File: config.mk
export PLATFORM = sky130hd
export DESIGN_NAME = hot_swap_fault_sequencer
export DESIGN_NICKNAME = d
export VERILOG_FILES = /design/src/core/hs_seq_pkg.sv /design/src/core/fault_evt_if.sv /design/src/core/fault_regs.sv /design/src/core/hot_swap_fault_sequencer.sv /design/src/core/timer_drive.sv
export SDC_FILE = /design/constraint.sdc
export NUM_CORES = 1
export LEC_CHECK = 0
export BUFFER_PORTS_ARGS = -buffer_cell sky130_fd_sc_hd__buf_4
export CAP_MARGIN = 20
export CORE_MARGIN = 1
export CORE_UTILIZATION = 55
export CTS_CLUSTER_DIAMETER = 100
export DETAILED_ROUTE_END_ITERATION = 12
export PLACE_DENSITY = 0.85
export SYNTH_ARGS = -nofsm -noshare
export SYNTH_HDL_FRONTEND = slang
export SYNTH_SLANG_ARGS = --single-unit
File: constraint.sdc
create_clock -name i_clk -period 7.5 [get_ports i_clk]
set_input_delay 0.375 -clock i_clk [delete_from_list [all_inputs] [get_ports i_clk]]
set_output_delay 0.375 -clock i_clk [all_outputs]
set_load 0.02 [all_outputs]
File: src/core/hs_seq_pkg.sv
package hs_seq_pkg;
    // ------------------------------------------------------------
    // Register offsets
    // ------------------------------------------------------------
    localparam logic [7:0] ADDR_SUMMARY_FAULT_WORD  = 8'h79;
    localparam logic [7:0] ADDR_INPUT_FAULT_STATUS  = 8'h7C;
    localparam logic [7:0] ADDR_VENDOR_FAULT_STATUS = 8'h80;
    localparam logic [7:0] ADDR_ALERT_SUPPRESS_MASK = 8'hD8;
    localparam logic [7:0] ADDR_PROTECTION_CONFIG   = 8'hD9;
    localparam logic [7:0] ADDR_COMBINED_DIAG_FLAGS = 8'hE1;

    // ------------------------------------------------------------
    // Field positions and reset values
    // ------------------------------------------------------------
    localparam int BIT_SUM_INPUT     = 13;
    localparam int BIT_SUM_PGOOD_N   = 11;
    localparam int BIT_IN_OC         = 1;
    localparam int BIT_VND_PRESET    = 0;
    localparam int BIT_VND_BREAKER   = 1;
    localparam int BIT_DG_OC         = 5;
    localparam int BIT_DG_BREAKER    = 4;
    localparam int BIT_DG_PGOOD      = 3;
    localparam int BIT_DG_LATCHED    = 2;
    localparam int CFG_RETRY_LSB     = 0;
    localparam int CFG_CL_LSB        = 3;
    localparam int CFG_CB_LSB        = 5;
    localparam logic [15:0] MASK_RESET = 16'h0000;
    localparam logic [7:0]  CFG_RESET  = 8'h00;

    // Retry field codes; zero follows the restart-policy pin.
    localparam logic [2:0] RETRY_PIN  = 3'h0;
    localparam logic [2:0] RETRY_NONE = 3'h1;
    localparam logic [2:0] RETRY_INF  = 3'h7;
    // Override field codes for limit and breaker selection.
    localparam logic [1:0] OVR_PIN  = 2'h0;
    localparam logic [1:0] OVR_LOW  = 2'h1;
    localparam logic [1:0] OVR_HIGH = 2'h2;

    // Falling ramps in one automatic restart.
    localparam logic [3:0] RESTART_RAMPS = 4'h8;

    typedef enum logic [5:0] {
        ST_OFF     = 6'h01,
        ST_INSERT  = 6'h02,
        ST_WAIT_UV = 6'h04,
        ST_ON      = 6'h08,
        ST_LATCHED = 6'h10,
        ST_RETRY   = 6'h20
    } seq_state_t;

    typedef enum logic [1:0] {
        TM_GROUND = 2'h0,
        TM_INSERT = 2'h1,
        TM_FAULT  = 2'h2,
        TM_IDLE   = 2'h3
    } timer_mode_t;
endpackage

File: src/core/fault_evt_if.sv
`timescale 1ns/1ns
interface fault_evt_if;
    logic oc_evt;
    logic cb_evt;
    logic pgood;
    logic latched;
    logic alert;
    modport seq  (output oc_evt, output cb_evt, output pgood, output latched, input alert);
    modport regs (input oc_evt, input cb_evt, input pgood, input latched, output alert);
endinterface

File: src/core/fault_regs.sv
`timescale 1ns/1ns
module fault_regs
    import hs_seq_pkg::*;
(
    input  wire logic        i_clk,
    input  wire logic        i_rst_b,
    input  wire logic        por_ok,
    input  wire logic        clear,
    input  wire logic [7:0]  addr,
    input  wire logic        wr,
    input  wire logic [15:0] wdata,
    output logic [15:0]      rdata,
    output logic [7:0]       cfg,
    fault_evt_if.regs        ev
);
    logic        preset, oc, cb, next_preset, next_oc, next_cb;
    logic [15:0] mask, next_mask, diag;
    logic [7:0]  next_cfg;

    always_comb begin
        // Event set wins over a clear in the same cycle.
        next_preset = por_ok ? (preset & ~clear) : 1'b1;
        next_oc     = ev.oc_evt | (oc & ~clear);
        next_cb     = ev.cb_evt | (cb & ~clear);
        next_mask   = (wr && addr == ADDR_ALERT_SUPPRESS_MASK) ? wdata : mask;
        next_cfg    = (wr && addr == ADDR_PROTECTION_CONFIG) ? wdata[7:0] : cfg;
        diag        = '0;
        diag[BIT_DG_OC]      = oc;
        diag[BIT_DG_BREAKER] = cb;
        diag[BIT_DG_PGOOD]   = ev.pgood;
        diag[BIT_DG_LATCHED] = ev.latched;
        rdata = '0;
        unique case (addr)
            ADDR_SUMMARY_FAULT_WORD: begin
                rdata[BIT_SUM_INPUT]   = oc;
                rdata[BIT_SUM_PGOOD_N] = ~ev.pgood;
            end
            ADDR_INPUT_FAULT_STATUS:  rdata[BIT_IN_OC] = oc;
            ADDR_VENDOR_FAULT_STATUS: begin
                rdata[BIT_VND_PRESET]  = preset;
                rdata[BIT_VND_BREAKER] = cb;
            end
            ADDR_ALERT_SUPPRESS_MASK: rdata = mask;
            ADDR_PROTECTION_CONFIG:   rdata = {8'h00, cfg};
            ADDR_COMBINED_DIAG_FLAGS: rdata = diag;
            default:                  rdata = '0;
        endcase
        // The preset alert ignores the mask so software always sees defaults.
        ev.alert = (preset & por_ok) | (oc & ~mask[BIT_DG_OC])
                 | (cb & ~mask[BIT_DG_BREAKER]);
    end

    always_ff @(posedge i_clk or negedge i_rst_b) begin
        if (!i_rst_b) begin
            preset <= 1'b1;
            oc     <= 1'b0;
            cb     <= 1'b0;
            mask   <= MASK_RESET;
            cfg    <= CFG_RESET;
        end else begin
            preset <= next_preset;
            oc     <= next_oc;
            cb     <= next_cb;
            mask   <= next_mask;
            cfg    <= next_cfg;
        end
    end

    chk_preset_until_clear: assert property (@(posedge i_clk) disable iff (!i_rst_b)
        (preset && !clear) |=> preset)
        else $error("defaults flag dropped without a clear");
    chk_cb_sticky_set: assert property (@(posedge i_clk) disable iff (!i_rst_b)
        ev.cb_evt |=> cb)
        else $error("breaker event not recorded");
endmodule

File: src/core/hot_swap_fault_sequencer.sv
`timescale 1ns/1ns
module hot_swap_fault_sequencer
    import hs_seq_pkg::*;
(
    // Clock and reset
    input  wire logic        i_clk,
    input  wire logic        i_rst_b,
    // Supply comparators
    input  wire logic        i_por_ok,
    input  wire logic        i_undervoltage_lockout_ok,
    input  wire logic        i_overvoltage_lockout_high,
    // Timer comparators
    input  wire logic        i_timer_hi,
    input  wire logic        i_timer_mid,
    input  wire logic        i_timer_lo,
    // Limit comparators
    input  wire logic        i_cl_low_hit,
    input  wire logic        i_cl_high_hit,
    input  wire logic        i_pl_hit,
    input  wire logic        i_cb_low_hit,
    input  wire logic        i_cb_high_hit,
    input  wire logic        i_feedback_sense_above,
    // Strap pins
    input  wire logic        i_limit_select_pin,
    input  wire logic        i_breaker_select_pin,
    input  wire logic        i_retry_pin,
    // Register port
    input  wire logic [7:0]  i_reg_addr,
    input  wire logic        i_reg_wr,
    input  wire logic [15:0] i_reg_wdata,
    input  wire logic        i_clear_faults,
    output logic [15:0]      o_reg_rdata,
    // Gate control
    output logic             o_gate_strong_pd,
    output logic             o_gate_weak_pd,
    output logic             o_gate_source,
    output logic             o_cl_sel_high,
    output logic             o_cb_sel_high,
    // Timer control
    output logic             o_timer_ground,
    output logic             o_timer_chg_insert,
    output logic             o_timer_chg_fault,
    output logic             o_timer_dis_fast,
    output logic             o_timer_dis_slow,
    // Status pins
    output logic             o_power_good_output,
    input  wire logic        i_alert_line,
    output logic             o_alert_line,
    output logic             o_alert_line_oe
);
    // ------------------------------------------------------------
    // Shared state
    // ------------------------------------------------------------
    fault_evt_if ev ();
    seq_state_t  state, next_state;
    timer_mode_t tmode;
    logic [7:0]  cfg;
    logic [15:0] rdata;
    logic [3:0]  ramps, next_ramps;
    logic [4:0]  tries, next_tries;
    logic        ramp_up, next_ramp_up, inrush, next_inrush;
    logic        tm_hi_q, next_tm_hi_q, cb_q, next_cb_q;
    logic        slow_dis, next_slow_dis;
    logic        cl_high, cb_high, limiting, breaker, supply_ok, policy_latch;
    logic        t_ground, t_insert, t_fault, t_dfast, t_dslow;
    logic        g_strong, g_weak, g_src, timer_top, retry_allowed;
    logic [4:0]  retry_limit;

    function automatic logic pick(input logic [1:0] ovr, input logic pin);
        pick = (ovr == OVR_PIN) ? pin : (ovr == OVR_HIGH);
    endfunction

    function automatic logic [4:0] retry_count(input logic [2:0] code);
        retry_count = (code <= RETRY_NONE) ? 5'h00 : 5'(5'h01 << (code - 3'h2));
    endfunction

    // ------------------------------------------------------------
    // Selection and comparator decode
    // ------------------------------------------------------------
    always_comb begin
        cl_high   = pick(cfg[CFG_CL_LSB +: 2], i_limit_select_pin);
        cb_high   = pick(cfg[CFG_CB_LSB +: 2], i_breaker_select_pin);
        limiting  = (cl_high ? i_cl_high_hit : i_cl_low_hit) | i_pl_hit;
        breaker   = cb_high ? i_cb_high_hit : i_cb_low_hit;
        supply_ok = i_undervoltage_lockout_ok & ~i_overvoltage_lockout_high;
        timer_top = i_timer_hi & ~tm_hi_q;
        policy_latch  = (cfg[CFG_RETRY_LSB +: 3] == RETRY_PIN) ? i_retry_pin
                      : (cfg[CFG_RETRY_LSB +: 3] == RETRY_NONE);
        retry_limit   = retry_count(cfg[CFG_RETRY_LSB +: 3]);
        retry_allowed = (cfg[CFG_RETRY_LSB +: 3] == RETRY_INF)
                      || (cfg[CFG_RETRY_LSB +: 3] == RETRY_PIN) || (tries < retry_limit);
    end

    // ------------------------------------------------------------
    // Sequencer
    // ------------------------------------------------------------
    always_comb begin
        next_state   = state;
        next_ramps   = ramps;
        next_tries   = tries;
        next_ramp_up = ramp_up;
        next_inrush  = inrush;
        next_tm_hi_q = i_timer_hi;
        next_cb_q    = breaker;
        next_slow_dis = slow_dis;
        ev.oc_evt    = 1'b0;
        ev.cb_evt    = (state == ST_ON) && breaker && !cb_q;
        ev.latched   = (state == ST_LATCHED);
        ev.pgood     = o_power_good_output;
        tmode        = TM_IDLE;
        g_strong     = 1'b0;
        g_weak       = 1'b1;
        g_src        = 1'b0;
        unique case (state)
            ST_OFF: begin
                tmode    = TM_GROUND;
                g_strong = 1'b1;
                g_weak   = 1'b0;
                if (i_por_ok) begin
                    next_state = ST_INSERT;
                end
            end
            ST_INSERT: begin
                tmode = TM_INSERT;
                if (i_timer_hi) begin
                    next_state = ST_WAIT_UV;
                end
            end
            ST_WAIT_UV: begin
                tmode = TM_IDLE;
                if (supply_ok) begin
                    next_state  = ST_ON;
                    next_inrush = 1'b1;
                    next_tries  = '0;
                    next_slow_dis = 1'b0;
                end
            end
            ST_ON: begin
                // Once limiting or a breaker trip has run, the timer charge bleeds off slowly; the charge
                // left over from insertion is still dumped fast before that.
                tmode    = (limiting || breaker || slow_dis) ? TM_FAULT : TM_IDLE;
                g_weak   = 1'b0;
                g_src    = !breaker;
                g_strong = breaker;
                if (i_feedback_sense_above) begin
                    next_inrush = 1'b0;
                end
                if (limiting || breaker) begin
                    next_slow_dis = 1'b1;
                end
                if (!supply_ok) begin
                    g_strong   = 1'b0;
                    g_weak     = 1'b1;
                    g_src      = 1'b0;
                    next_state = ST_WAIT_UV;
                end else if (timer_top) begin
                    ev.oc_evt  = limiting;
                    g_strong   = inrush;
                    g_weak     = !inrush;
                    g_src      = 1'b0;
                    next_state = (policy_latch || !retry_allowed) ? ST_LATCHED : ST_RETRY;
                    next_ramps   = '0;
                    next_ramp_up = 1'b0;
                end
            end
            ST_LATCHED: begin
                tmode = TM_FAULT;
                if (!i_undervoltage_lockout_ok && !i_timer_lo) begin
                    next_state = ST_WAIT_UV;
                end
            end
            ST_RETRY: begin
                tmode = TM_FAULT;
                if (ramp_up && i_timer_hi) begin
                    next_ramp_up = 1'b0;
                end else if (!ramp_up && i_timer_mid
                             && ramps < RESTART_RAMPS - 4'h1) begin
                    next_ramp_up = 1'b0;
                end else if (!ramp_up && !i_timer_mid
                             && ramps < RESTART_RAMPS - 4'h1) begin
                    next_ramp_up = 1'b1;
                    next_ramps   = ramps + 4'h1;
                end else if (!ramp_up && !i_timer_lo) begin
                    next_state  = ST_ON;
                    next_inrush = 1'b1;
                    next_tries  = tries + 5'h01;
                    next_slow_dis = 1'b0;
                end
            end
            default: next_state = ST_OFF;
        endcase
        if (!i_por_ok) begin
            next_state = ST_OFF;
        end else if (i_overvoltage_lockout_high && state == ST_WAIT_UV) begin
            next_state = ST_WAIT_UV;
        end
    end

    timer_drive u_timer (
        .mode       (tmode),
        .limiting   (state == ST_ON ? (limiting || breaker) : 1'b0),
        .retry_up   (state == ST_RETRY && ramp_up),
        .ground     (t_ground),
        .chg_insert (t_insert),
        .chg_fault  (t_fault),
        .dis_fast   (t_dfast),
        .dis_slow   (t_dslow)
    );

    fault_regs u_regs (
        .i_clk   (i_clk),
        .i_rst_b (i_rst_b),
        .por_ok  (i_por_ok),
        .clear   (i_clear_faults),
        .addr    (i_reg_addr),
        .wr      (i_reg_wr),
        .wdata   (i_reg_wdata),
        .rdata   (rdata),
        .cfg     (cfg),
        .ev      (ev.regs)
    );

    // ------------------------------------------------------------
    // Registers and outputs
    // ------------------------------------------------------------
    // All pin drives are registered, so comparator decisions reach the gate, timer and power-good
    // pins one cycle later and the alert pins two cycles later; the analog loops are far slower than that.
    always_ff @(posedge i_clk or negedge i_rst_b) begin
        if (!i_rst_b) begin
            state               <= ST_OFF;
            ramps               <= '0;
            tries               <= '0;
            ramp_up             <= 1'b0;
            inrush              <= 1'b0;
            tm_hi_q             <= 1'b0;
            cb_q                <= 1'b0;
            slow_dis            <= 1'b0;
            o_reg_rdata         <= '0;
            o_gate_strong_pd    <= 1'b1;
            o_gate_weak_pd      <= 1'b0;
            o_gate_source       <= 1'b0;
            o_cl_sel_high       <= 1'b0;
            o_cb_sel_high       <= 1'b0;
            o_timer_ground      <= 1'b1;
            o_timer_chg_insert  <= 1'b0;
            o_timer_chg_fault   <= 1'b0;
            o_timer_dis_fast    <= 1'b0;
            o_timer_dis_slow    <= 1'b0;
            o_power_good_output <= 1'b0;
            o_alert_line        <= 1'b0;
            o_alert_line_oe     <= 1'b0;
        end else begin
            state               <= next_state;
            ramps               <= next_ramps;
            tries               <= next_tries;
            ramp_up             <= next_ramp_up;
            inrush              <= next_inrush;
            tm_hi_q             <= next_tm_hi_q;
            cb_q                <= next_cb_q;
            slow_dis            <= next_slow_dis;
            o_reg_rdata         <= rdata;
            o_gate_strong_pd    <= g_strong;
            o_gate_weak_pd      <= g_weak;
            o_gate_source       <= g_src;
            o_cl_sel_high       <= cl_high;
            o_cb_sel_high       <= cb_high;
            o_timer_ground      <= t_ground;
            o_timer_chg_insert  <= t_insert;
            o_timer_chg_fault   <= t_fault;
            o_timer_dis_fast    <= t_dfast;
            o_timer_dis_slow    <= t_dslow;
            o_power_good_output <= i_feedback_sense_above && supply_ok;
            o_alert_line        <= 1'b0;
            o_alert_line_oe     <= ev.alert;
        end
    end

    chk_off_strong_pd: assert property (@(posedge i_clk) disable iff (!i_rst_b)
        (state == ST_OFF) |=> (o_gate_strong_pd && o_timer_ground && !o_gate_source))
        else $error("gate or timer not held before power-on");
    chk_insert_gate_off: assert property (@(posedge i_clk) disable iff (!i_rst_b)
        (state == ST_INSERT) |=> (o_gate_weak_pd && o_timer_chg_insert && !o_gate_source))
        else $error("insertion delay not holding gate off");
    chk_insert_end: assert property (@(posedge i_clk) disable iff (!i_rst_b)
        (state == ST_INSERT && i_timer_hi && i_por_ok) |=> (state == ST_WAIT_UV))
        else $error("insertion delay did not end at timer top");
    chk_turn_on: assert property (@(posedge i_clk) disable iff (!i_rst_b)
        (state == ST_WAIT_UV && supply_ok && i_por_ok)
        |=> (state == ST_ON && supply_ok && !breaker && !timer_top) |=> o_gate_source)
        else $error("switch not turned on after insertion");
    chk_limit_charge: assert property (@(posedge i_clk) disable iff (!i_rst_b)
        (state == ST_ON && limiting) |=> o_timer_chg_fault)
        else $error("fault timer not charging while limiting");
    chk_uv_off: assert property (@(posedge i_clk) disable iff (!i_rst_b)
        (state == ST_ON && !supply_ok && i_por_ok) |=> (o_gate_weak_pd && !o_gate_source))
        else $error("lockout did not switch off the gate");
    chk_pgood_follow: assert property (@(posedge i_clk) disable iff (!i_rst_b)
        (i_feedback_sense_above && supply_ok) |=> o_power_good_output)
        else $error("power good not following feedback");
    chk_breaker_pd: assert property (@(posedge i_clk) disable iff (!i_rst_b)
        (state == ST_ON && breaker && supply_ok && !timer_top && i_por_ok)
        |=> (o_gate_strong_pd && !o_gate_source))
        else $error("breaker trip did not pull gate down");
    chk_latch_hold: assert property (@(posedge i_clk) disable iff (!i_rst_b)
        (state == ST_LATCHED) |=> !o_gate_source)
        else $error("gate driven while latched off");
endmodule

File: src/core/timer_drive.sv
`timescale 1ns/1ns
module timer_drive
    import hs_seq_pkg::*;
(
    // Mode and comparator
    input  wire timer_mode_t mode,
    input  wire logic        limiting,
    input  wire logic        retry_up,
    // Source selections
    output logic             ground,
    output logic             chg_insert,
    output logic             chg_fault,
    output logic             dis_fast,
    output logic             dis_slow
);
    always_comb begin
        ground     = (mode == TM_GROUND);
        chg_insert = (mode == TM_INSERT);
        chg_fault  = (mode == TM_FAULT) && (limiting || retry_up);
        dis_slow   = (mode == TM_FAULT) && !(limiting || retry_up);
        dis_fast   = (mode == TM_IDLE);
    end
endmodule

Yosys cells after proc, flatten, opt, wreduce, memory -nomap -nowiden --
Index checks and enable logic that the tools add are counted.
Cells by class: add/sub/neg operators 3, magnitude comparators 3, equal/unequal tests 38, shift-type cells 1, multiplexer cells 74, bitwise logic cells 19, reduce and logical (&&, ||, !) cells 45
Operators by type and width (number):
- $mux W6 | 12
- $mux W1 | 36
- $pmux W6 S6 | 1
- $eq A8 B8 Y1 const B | 4
- $mux W5 | 6
- $ne A4 B4 Y1 const B | 7
- $pmux W9 S3 | 1
- $mux W4 | 5
- $ne A2 B2 Y1 const B | 9
- $eq A8 B7 Y1 const B | 2
- $logic_and A1 B1 Y1 | 16
- $reduce_and A7 Y1 | 2
- $reduce_and A6 Y1 | 2
- $pmux W1 S2 | 5
- $pmux W5 S2 | 1
- $logic_not A1 Y1 | 9
- $pmux W1 S3 | 3
- $and A1 B1 Y1 | 8
- $eq A2 B2 Y1 const B | 4
- $pmux W2 S4 | 1
- $pmux W4 S2 | 1
- $reduce_and A8 Y1 | 1
- $eq A6 B1 Y1 const B | 1
- $eq A6 B2 Y1 const B | 1
- 28 further kinds | 45
Storage, ports and cells: register bits 75, word-level logic and storage cells 209

Depth between registers and ports, before layout --
Gate-level depths: netlist of run 1.
depth after elaboration 13, depth in mapped cells 12, mapped depth without buffers 11

Cells and area by module --
A second synthesis of run 1 with hierarchy kept.
Unflattened totals: cell total of the unflattened synthesis 300, area, all modules 3559.7 um^2
By module, submodules not included:
- hot_swap_fault_sequencer | instances 1, cells each 189, area each 2138.3 um^2, sequential area each 1204.9 um^2
- fault_regs | instances 1, cells each 104, area each 1380.1 um^2, sequential area each 676.9 um^2
- timer_drive | instances 1, cells each 7, area each 41.3 um^2, sequential area each 0.0 um^2

Worst setup path before layout of run 1 --
Ideal clock, no wire load.
path type register to register, start reg u_regs.cfg[1], end reg state[4], setup time 0.124 ns, arrival 2.341 ns, required time 7.376 ns, setup slack 5.035 ns, stages on the path, launching flop included 12, period minus slack after synthesis 2.465 ns, cells stage by stage dfrtp_1 > clkbuf_1 > inv_1 > ha_1 > nor2b_1 > nand3_1 > ha_1 > a21o_1 > a221o_1 > o21ai_0 > o22a_1 > nor2_1
Between the ends: longest elaborated chain between the ends 13
Ends and longest elaborated chain:
- start, declared | line fault_regs.sv:13 | output logic [7:0] cfg,
- start signal, assigned | line fault_regs.sv:65 | cfg <= next_cfg;
- $sub A3 B2 Y3 | line hot_swap_fault_sequencer.sv:74 | retry_count = (code <= RETRY_NONE) ? 5'h00 : 5'(5'h01 << (code - 3'h2));
- $shl A1 B3 Y5 | line hot_swap_fault_sequencer.sv:74
- $mux W5 | line hot_swap_fault_sequencer.sv:74
- $lt A5 B5 Y1 | line hot_swap_fault_sequencer.sv:91 | || (cfg[CFG_RETRY_LSB +: 3] == RETRY_PIN) || (tries < retry_limit);
- $logic_or A1 B1 Y1 | line hot_swap_fault_sequencer.sv:91
- $logic_not A1 Y1 | line hot_swap_fault_sequencer.sv:161 | next_state = (policy_latch || !retry_allowed) ? ST_LATCHED : ST_RETRY;
- $logic_or A1 B1 Y1 (*) | line hot_swap_fault_sequencer.sv:161
- $mux W6 (*) | line hot_swap_fault_sequencer.sv:161
- $mux W6 (*) | line hot_swap_fault_sequencer.sv:156 | end else if (timer_top) begin
- $mux W6 (*) | line hot_swap_fault_sequencer.sv:151 | if (!supply_ok) begin
- $pmux W6 S6 (*) | line hot_swap_fault_sequencer.sv:114 | unique case (state)
- $mux W6 (*) | line hot_swap_fault_sequencer.sv:194 | end else if (i_overvoltage_lockout_high && state == ST_WAIT_UV) begin
- $mux W6 (*) | line hot_swap_fault_sequencer.sv:192 | if (!i_por_ok) begin
- end signal, assigned | line hot_swap_fault_sequencer.sv:253 | state <= next_state;
- end, declared | line hot_swap_fault_sequencer.sv:55 | seq_state_t state, next_state;
Every way passes the cells marked *; elsewhere a longest branch is shown, timed or not. The select of a mux whose other input is x is not followed. A chain may end at the register's enable or synchronous reset.

Worst setup path after layout of run 1 --
Ends and elaborated chain as after synthesis.

==> impl_metrics.yaml, run 1 <==
run_status:
  outcome: "completed"
place:
  numPortBuffers: 70
  gp_congestion: 0.930
  place_area_um2: 4070
  dp.cells: 452
  dpl.hpwl_mm: 5.81
cts:
  cts-root-buf: "clkbuf_8"
  cts_buffer_depth: 2
  holdBufCountCts: 0
  clk_pin_slew_ns: 0.08
  numCtsBuffers: 9
  htree_levels: 3
  cts_resized: 0
  insertion_delay_ns: 0.37
  cts.sinks: 75
  post_cts_buffers: 0
  cts_tree: "done"
die:
  die_area_um2: 6690
  initial_utilization: 0.581
  die_h_um: 81.8
  core_um2: 6030
  die_x_um: 81.8
  num_io_pins: 73
  rows: 28
drt:
  ant_nets: 0
  routed_wl_mm: 8.09
  via_per_inst: 5.93
  drtIter0Drc: 211
  wl_per_cell_um: 17.3
  firstDrtPassIters: 5
  drc: 0
  num_vias: 2773
synthesis:
  synth_nets: 370
  synth_top_area_frac: 0.507
  synth_area_leaders: "dfrtp_1 (51%), mux2_2 (8.0%), dfstp_2 (3.0%), nand2_1 (3.0%), ha_1 (2.9%)"
  syn_inst: 318
  yosysMostFrequentCell: "dfrtp_1"
  ys_seq_area_frac: 0.537
  synth_top_area_cell: "dfrtp_1"
  synth_common_cells: "dfrtp_1 (71), nand2_1 (28), mux2_2 (25)"
  synth-main-ff-cell: "dfrtp_1"
  syn_area_um2: 3500
  ys_types: 60
  ys_ff_latch: 75
  yosysWarnings: 0
  async_flop_share: 1.00
  synth_edf_count: 0
  avgSynthCellArea_um2: 11.0
timing:
  setup_viol: 0
  fmax_mhz: 352
  maxSlewHeadroom: 0.380
  rsz0062_at_grt: "false"
  finalHoldViolations: 0
  post-route-min-period_ns: 2.84
  fin_tns_setup_ns: 0
  tightest_slew_ns: 0.918
  slew_viol_final: 0
  post-route-period-util: 0.379
  skew_ns: 0.0137
pwr:
  pwr_density_cell_nw_per_um2: 202
  vdd_drop_max_mv: 0.152
  p_total_mw: 0.862
  power_leakage_nw: 2.09
global_route:
  groute.usage.overall: 0.262
  grt_pass1_vias: 2678
  grt_pass1_wl_mm: 12.8
  antenna_found_initial: 0
  grt_max_degree: 76
  grt_overflow: 0
setup_path:
  crit_path_end_kind: "flip-flop"
  crit_fanout: 9
  worstPathArrival_ns: 3.09
  required_ns: 7.75
  setup.worst_path.class: "flip-flop to flip-flop"
  cp-start-kind: "flip-flop"
finish:
  fill_cells: 438
  syn_to_final_growth_pct: 21.6
  fin_area_um2: 4260
  ff_latch_area_um2: 1880
  multi_input_area_um2: 1500
  layout.cells.non_filler: 468
  layout-drive-gt1-share: 0.321
  diodes: 0
  final_util: 0.707
  fin_nets: 440
run:
  cap_violations: 0
min_path:
  hold_path.class: "input port to asynchronous set/reset pin"
## metal layers
layer	up-vias	GRT usage	part of all wire
met5	-	0	0
met4	0	0.121	0.021
met3	21	0.0467	0.081
met2	123	0.425	0.49
met1	1334	0.342	0.41
li1	1295	-	-
## kinds of logic after synthesis
logic type,synth area share
other,0.00107
XOR/XNOR,0.00500
AO/OA/AOI/OAI,0.130
adder cells (fa/ha/maj),0.0286
flip-flops,0.537
multiplexers,0.0832
buffers and inverters,0.0332
AND/OR/NAND/NOR,0.182
## where the power goes
| group | switching, mW | internal, mW |
|---|---|---|
| clock network | 0.176 | 0.129 |
| logic | 0.0605 | 0.0514 |
| registers | 0.0149 | 0.429 |
## stage by stage
stage / setup WS [ns] / hold WS (ns)
2_1_floorplan: 5.04 / 0.0794
3_3_place_gp: 4.83 / 0.448
3_5_place_dp: 4.73 / 0.462
4_1_cts: 4.68 / 0.166
5_1_grt: 4.51 / 0.166
6_report: 4.66 / 0.123
## worst max-delay path, stage by stage (launching register included)
cell,delay (ns)
dfrtp_1,0.51
inv_1,0.14
ha_1,0.35
nor2b_1,0.18
nand3_1,0.10
ha_1,0.31
a21o_1,0.19
a221o_1,0.32
o21ai_0,0.37
o22a_1,0.21
nor2_1,0.05
## cell usage in the layout (no fill, tap or decap), drive strengths merged, types with 3 or more instances in the layout
| cell type | n |
|---|---|
| and3 | 6 |
| buf | 71 |
| o22ai | 3 |
| mux2 | 25 |
| and2 | 11 |
| dfstp | 4 |
| nor2 | 16 |
| dfrtp | 71 |
| nor2b | 5 |
| nor4 | 4 |
| a22o | 3 |
| o21ai | 21 |
| a21oi | 6 |
| nand2 | 28 |
| a21boi | 3 |
| or3b | 3 |
| nor3 | 4 |
| nand3 | 18 |
| inv | 18 |
| a31oi | 3 |
| ha | 8 |
| a22oi | 5 |
| clkbuf | 9 |
| nand4 | 4 |
## final timing paths
check,start,endpoint,slack [ns],depth (start not counted)
max,u_regs.cfg[1],state[4],4.66,10
min,i_rst_b,o_reg_rdata[0],0.12,1
max reg2reg,u_regs.cfg[1],state[4],4.66,10
min reg2reg,u_regs.mask[3],o_reg_rdata[3],0.49,2
max in group asynchronous,i_rst_b,o_timer_chg_insert,6.77,1
min in group i_clk,i_clear_faults,u_regs.preset,0.17,2
## registers in the layout (all words and copies together), names as in the netlist, 4 cells and up
| signal | count |
|---|---|
| o_reg_rdata | 16 |
| ramps | 4 |
| state | 6 |
| tries | 5 |
| u_regs.cfg | 8 |
| u_regs.mask | 16 |
## area by class of cell
cell class,count,share of cell area
Multi-Input combinational cell,217,0.353
Clock buffer,9,0.0291
Timing Repair Buffer,71,0.125
Inverter,14,0.0123
Sequential cell,75,0.442
Tap cell,75,0.0220
Clock inverter,7,0.0165
(Power assumes the default switching activity.)
==> inputs of run 2 (changes only) <==
--- a/config.mk
+++ b/config.mk
@@ -8,10 +8,10 @@
 export BUFFER_PORTS_ARGS = -buffer_cell sky130_fd_sc_hd__buf_4
 export CAP_MARGIN = 20
 export CORE_MARGIN = 1
-export CORE_UTILIZATION = 55
+export CORE_UTILIZATION = 49
 export CTS_CLUSTER_DIAMETER = 100
 export DETAILED_ROUTE_END_ITERATION = 12
-export PLACE_DENSITY = 0.85
+export PLACE_DENSITY = 0.81
 export SYNTH_ARGS = -nofsm -noshare
 export SYNTH_HDL_FRONTEND = slang
 export SYNTH_SLANG_ARGS = --single-unit
==> constraint.sdc (replaced) <==
create_clock -name i_clk -period 2.6 [get_ports i_clk]
set_input_delay 0.13 -clock i_clk [delete_from_list [all_inputs] [get_ports i_clk]]
set_output_delay 0.13 -clock i_clk [all_outputs]
set_load 0.02 [all_outputs]
==> run 2 against run 1 <==
Final area up 3.8%. Via count is 1.0% higher. Fmax increased by 18%. Global-route usage down 2.6 points. Worst setup slack worse by 4.5 ns. Sequential share of layout area decreased by 1.6 points. Critical path type unchanged. Critical endpoint is now state[5]. Utilization shrank 6.0 points. Clock power rose to 2.7 times the previous value. Register-to-register slack got worse by 4.5 ns. Sequential cell count unchanged. Combinational power grew to 3.0 times the previous value. Highest routed layer unchanged. Critical path depth unchanged.
==> impl_metrics.yaml, run 2 (synthesized netlist as in run 1, its figures left out) <==
die:
  initial_utilization: 0.513
  core_um2: 6830
  num_io_pins: 73
  die_h_um: 86.5
  rows: 30
  die_x_um: 86.5
  die_area_um2: 7490
timing:
  rsz0062_at_grt: "false"
  tightest_slew_ns: 0.925
  post-route-period-util: 0.927
  maxSlewHeadroom: 0.383
  post-route-min-period_ns: 2.41
  fmax_mhz: 415
  skew_ns: 0.0130
  finalHoldViolations: 0
  fin_tns_setup_ns: 0
  slew_viol_final: 0
  setup_viol: 0
finish:
  layout-drive-gt1-share: 0.324
  layout.cells.non_filler: 504
  syn_to_final_growth_pct: 26.2
  diodes: 0
  final_common_cell: "buf_4"
  fin_nets: 455
  reg_top3: "o_reg_rdata (16), u_regs.mask (16), u_regs.cfg (8)"
  final_util: 0.647
  final_cell_mix: "buf_4 (75), dfrtp_1 (71), nand2_1 (28)"
  fill_cells: 530
setup_path:
  worstPathArrival_ns: 2.67
  cp-start-kind: "flip-flop"
  path_buf_inv: 1
  r2r_cells: 10
  crit_chain: "inv_1 -> ha_1 -> nor2b_2 -> nand3_1 -> ha_1 -> a21o_1 -> a221o_1 -> o21ai_2 -> nand3_1 -> o22ai_1"
  endpoint: "state[5]"
  cp-startpoint: "u_regs.cfg[1]"
  crit_family: "compound AO/OA/AOI/OAI gates"
  slowest_stage: "dfrtp_1"
  path_depth: 10
  r2r_end: "state[5]"
  crit_path_end_kind: "flip-flop"
  crit_fanout: 4
  max_stage_delay_ns: 0.35
  setup.worst_path.class: "flip-flop to flip-flop"
  r2r_slack_ns: 0.19
  required_ns: 2.86
  reg2reg_from: "u_regs.cfg[1]"
global_route:
  grt_max_degree: 76
  grt_overflow: 0
  antenna_found_initial: 0
  groute.usage.overall: 0.236
  grt_pass1_wl_mm: 13.5
  grt_pass1_vias: 2831
drt:
  via_per_inst: 5.56
  wl_per_cell_um: 16.5
  drtIter0Drc: 137
  ant_nets: 0
  routed_wl_mm: 8.29
  firstDrtPassIters: 4
  drc: 0
  num_vias: 2801
place:
  dp.cells: 477
  dpl.hpwl_mm: 5.93
  numPortBuffers: 70
  gp_congestion: 0.891
min_path:
  whs_path_depth: 2
  hold_path.class: "input port to flip-flop"
cts:
  cts.sinks: 75
  clk_pin_slew_ns: 0.08
  insertion_delay_ns: 0.36
  post_cts_buffers: 0
  htree_levels: 3
  cts_tree: "done"
  numCtsBuffers: 9
  cts-root-buf: "clkbuf_8"
  cts_buffer_depth: 2
pwr:
  power.switching_mw: 0.698
  pwr_density_cell_nw_per_um2: 557
  power_frac_seq: 0.522
  swShare: 0.283
  clock_power_share: 0.341
  power_leakage_nw: 2.16
  pwr-share-comb: 0.137
  p_total_mw: 2.46
  p_int_mw: 1.76
  vdd_drop_max_mv: 0.390
run:
  cap_violations: 0
run_status:
  outcome: "completed"
[run 2: cell count changes in the layout (fill, tap and decap cells not counted), sizes merged]
cell and delta:
buf +4, dlygate4sd3 +11
[run 2: worst min-delay path by stage]
stage | slack (ns) | startpoint | end
2_1_floorplan | -0.17 | i_rst_b | cb_q
3_3_place_gp | 0.28 | i_timer_hi | tm_hi_q
3_5_place_dp | 0.29 | i_timer_hi | tm_hi_q
4_1_cts | 0.0006 | i_reg_wdata[10] | u_regs.mask[10]
5_1_grt | 0.003 | i_reg_wdata[13] | u_regs.mask[13]
6_report | 0.02 | i_reg_wdata[11] | u_regs.mask[11]
[run 2: routing by layer]
layer	vias to the layer above	global-route usage	part of all wire
met1	1373	0.303	0.44
li1	1320	-	-
met3	10	0.0590	0.052
met5	-	0	0
met2	98	0.386	0.50
met4	0	0.0924	0.012
[run 2: power groups by stage]
| stage | registers, mW | logic (mW) | clock network [mW] |
|---|---|---|---|
| finish | 1.29 | 0.338 | 0.838 |
| global route | 1.29 | 0.368 | 0.921 |
| CTS | 1.28 | 0.336 | 0.855 |
| detailed placement | 1.30 | 0.323 | 0 |
| global placement | 1.30 | 0.315 | 0 |
| floorplan | 1.32 | 0.144 | 0 |
[run 2: stage by stage]
| step | hold WS [ns] | setup WS, ns | cell area [µm²] |
|---|---|---|---|
| floorplan | -0.166 | 0.135 | 3500 |
| global placement | 0.283 | 0.235 | 4120 |
| detailed placement | 0.288 | -0.0101 | 4120 |
| CTS | 0.000572 | 0.0827 | 4390 |
| global route | 0.00263 | 0.0350 | 4420 |
| finish | 0.0161 | 0.189 | 4420 |
[run 2: what timing repair did]
item,CTS,global route
hold buffers,9,2
hold endpoints to repair,80,2
setup endpoints to repair,1,2
resized for setup,1,3
[run 2: worst reg2reg max path, cell delays in order, from the launching register on]
cell and delay, ns:
dfrtp_1 0.35, inv_1 0.08, ha_1 0.33, nor2b_2 0.18
nand3_1 0.11, ha_1 0.31, a21o_1 0.18, a221o_1 0.33
o21ai_2 0.20, nand3_1 0.11, o22ai_1 0.14
[run 2: area by class of cell]
cell class | count | area, µm² | share of cell area
repair buffers | 86 | 673 | 0.152
clock inverters | 7 | 58.8 | 0.0133
flip-flops and latches | 75 | 1880 | 0.426
multi-input cells | 217 | 1510 | 0.342
clock buffers | 9 | 124 | 0.0280
well taps | 96 | 120 | 0.0272
inverters | 14 | 52.6 | 0.0119
==> inputs of run 3 (changes only) <==
--- a/config.mk
+++ b/config.mk
@@ -8,10 +8,11 @@
 export BUFFER_PORTS_ARGS = -buffer_cell sky130_fd_sc_hd__buf_4
 export CAP_MARGIN = 20
 export CORE_MARGIN = 1
-export CORE_UTILIZATION = 49
+export CORE_UTILIZATION = 40
+export CTS_BUF_LIST = sky130_fd_sc_hd__clkbuf_8
 export CTS_CLUSTER_DIAMETER = 100
 export DETAILED_ROUTE_END_ITERATION = 12
-export PLACE_DENSITY = 0.81
+export PLACE_DENSITY = 0.69
 export SYNTH_ARGS = -nofsm -noshare
 export SYNTH_HDL_FRONTEND = slang
 export SYNTH_SLANG_ARGS = --single-unit
==> run 3 against run 2 <==
Sequential cell count unchanged. Critical path depth unchanged. Fmax about the same. Hold slack worse by 0.0020 ns. Total power up 6.7%. Sequential power about the same. Non-clock buffer count down 2. Utilization down 11 points. Largest power group unchanged. Highest routed layer unchanged.
==> impl_metrics.yaml, run 3 (synthesized netlist as in run 1, its figures left out) <==
cts:
  insertion_delay_ns: 0.35
  post_cts_buffers: 0
  numCtsBuffers: 9
  cts_tree: "done"
  cts_buffer_depth: 2
  clk_pin_slew_ns: 0.08
  htree_levels: 3
  cts.sinks: 75
  cts-root-buf: "clkbuf_8"
place:
  dpl.hpwl_mm: 5.74
  numPortBuffers: 70
  gp_congestion: 0.886
  pre_cts_slack_ns: 0.0830
setup_path:
  required_ns: 2.86
  worstPathArrival_ns: 2.67
  crit_path_end_kind: "flip-flop"
  path_buf_inv: 1
  cp-start-kind: "flip-flop"
  slowest_stage: "dfrtp_1"
  max_stage_delay_ns: 0.35
  crit_chain: "inv_1 -> ha_1 -> nor2b_1 -> nand3_1 -> ha_1 -> a21o_1 -> a221o_1 -> o21ai_2 -> nand3_1 -> o22ai_1"
  setup.worst_path.class: "flip-flop to flip-flop"
  crit_family: "compound AO/OA/AOI/OAI gates"
  crit_fanout: 4
drt:
  top_layer: "met4"
  wl_met1_mm: 3.63
  routed_wl_mm: 8.07
  via_per_inst: 5.44
  routed-wl-met2_mm: 3.73
  num_vias: 2779
  firstDrtPassIters: 5
  drc: 0
  wl_per_cell_um: 15.8
  ant_nets: 0
  wl_met3_um: 587
  drtIter0Drc: 195
timing:
  setup_viol: 0
  fmax_mhz: 414
  post-route-period-util: 0.928
  fin_ws_ns: 0.187
  slew_viol_final: 0
  maxSlewHeadroom: 0.359
  post-route-min-period_ns: 2.41
  rsz0062_at_grt: "false"
  finalHoldViolations: 0
  tightest_slew_ns: 0.950
  fin_tns_setup_ns: 0
  skew_ns: 0.00973
die:
  initial_utilization: 0.420
  die_h_um: 95.6
  rows: 33
  die_area_um2: 9130
  num_io_pins: 73
  die_x_um: 95.6
  core_um2: 8340
min_path:
  hold_path.class: "input port to flip-flop"
pwr:
  power_leakage_nw: 2.16
  p_total_mw: 2.63
  vdd_drop_max_mv: 0.336
  pwr_density_cell_nw_per_um2: 591
finish:
  fin_nets: 453
  diodes: 0
  reg_top3: "o_reg_rdata (16), u_regs.mask (16), u_regs.cfg (8)"
  final_cell_mix: "buf_4 (75), dfrtp_1 (71), nand2_1 (28)"
  layout-drive-gt1-share: 0.323
  syn_to_final_growth_pct: 27.1
  final_common_cell: "buf_4"
  final_util: 0.534
run:
  cap_violations: 0
global_route:
  antenna_found_initial: 0
  groute.usage.overall: 0.184
  grt_pass1_wl_mm: 12.7
  grt_max_degree: 76
  grt_pass1_vias: 2675
  grt_overflow: 0
run_status:
  outcome: "completed"
-- run 3: cell count changes in the layout (fill, tap and decap cells not counted), sizes merged --
cell and change:
bufinv +2, clkinv -1, clkinvlp +1, dlygate4sd3 -2
inv -2
-- run 3: final timing paths --
kind | from | endpoint | slack (ns) | cells past startpoint
max in group asynchronous | i_rst_b | state[4] | 1.54 | 2
min in group asynchronous | i_rst_b | u_regs.mask[7] | 0.45 | 2
hold reg to reg | u_regs.mask[8] | o_reg_rdata[8] | 0.48 | 1
setup reg to reg | u_regs.cfg[1] | state[5] | 0.19 | 10
hold / removal | i_reg_wdata[4] | u_regs.mask[4] | 0.01 | 2
setup / recovery | u_regs.cfg[1] | state[5] | 0.19 | 10
-- run 3: cell type report --
type	count	area (µm²)
Fill cell	719	3890
Sequential cell	75	1880
Multi-Input combinational cell	217	1510
Timing Repair Buffer	84	653
Tap cell	105	131
Clock buffer	9	124
Clock inverter	7	100
Inverter	14	52.6
-- run 3: per-layer routing --
layer / up-vias / GRT usage
met5: - / 0
met4: 0 / 0.0759
met3: 11 / 0.0431
met2: 114 / 0.293
met1: 1333 / 0.241
li1: 1321 / -
-- run 3: worst reg2reg max path: cells and delay by family, from the launching register on --
kind                     cells  cell delay [ns]
AO/OA/AOI/OAI                4             0.85
adder cells (fa/ha/maj)      2             0.64
buffers and inverters        1             0.08
flip-flops                   1             0.35
AND/OR/NAND/NOR              3             0.42
-- run 3: power breakdown --
group | switching [mW] | leakage (nW) | internal, mW
registers | 0.0406 | 1.01 | 1.24
logic | 0.178 | 1.05 | 0.160
clock network | 0.463 | 0.108 | 0.548
total | 0.682 | 2.16 | 1.95
-- run 3: timing repair --
item | in CTS | in global routing
gates resized for setup | 0 | 2
hold endpoints to repair | 80 | 0
hold buffers | 9 | 0
setup endpoints to repair | 0 | 2
-- run 3: through the flow --
stage | hold WS (ns) | cells | cell area, µm²
2_1_floorplan | -0.166 | 318 | 3500
3_3_place_gp | 0.285 | 486 | 4130
3_5_place_dp | 0.287 | 486 | 4130
4_1_cts | 0.000535 | 511 | 4450
5_1_grt | 0.00368 | 511 | 4450
6_report | 0.0141 | 511 | 4450
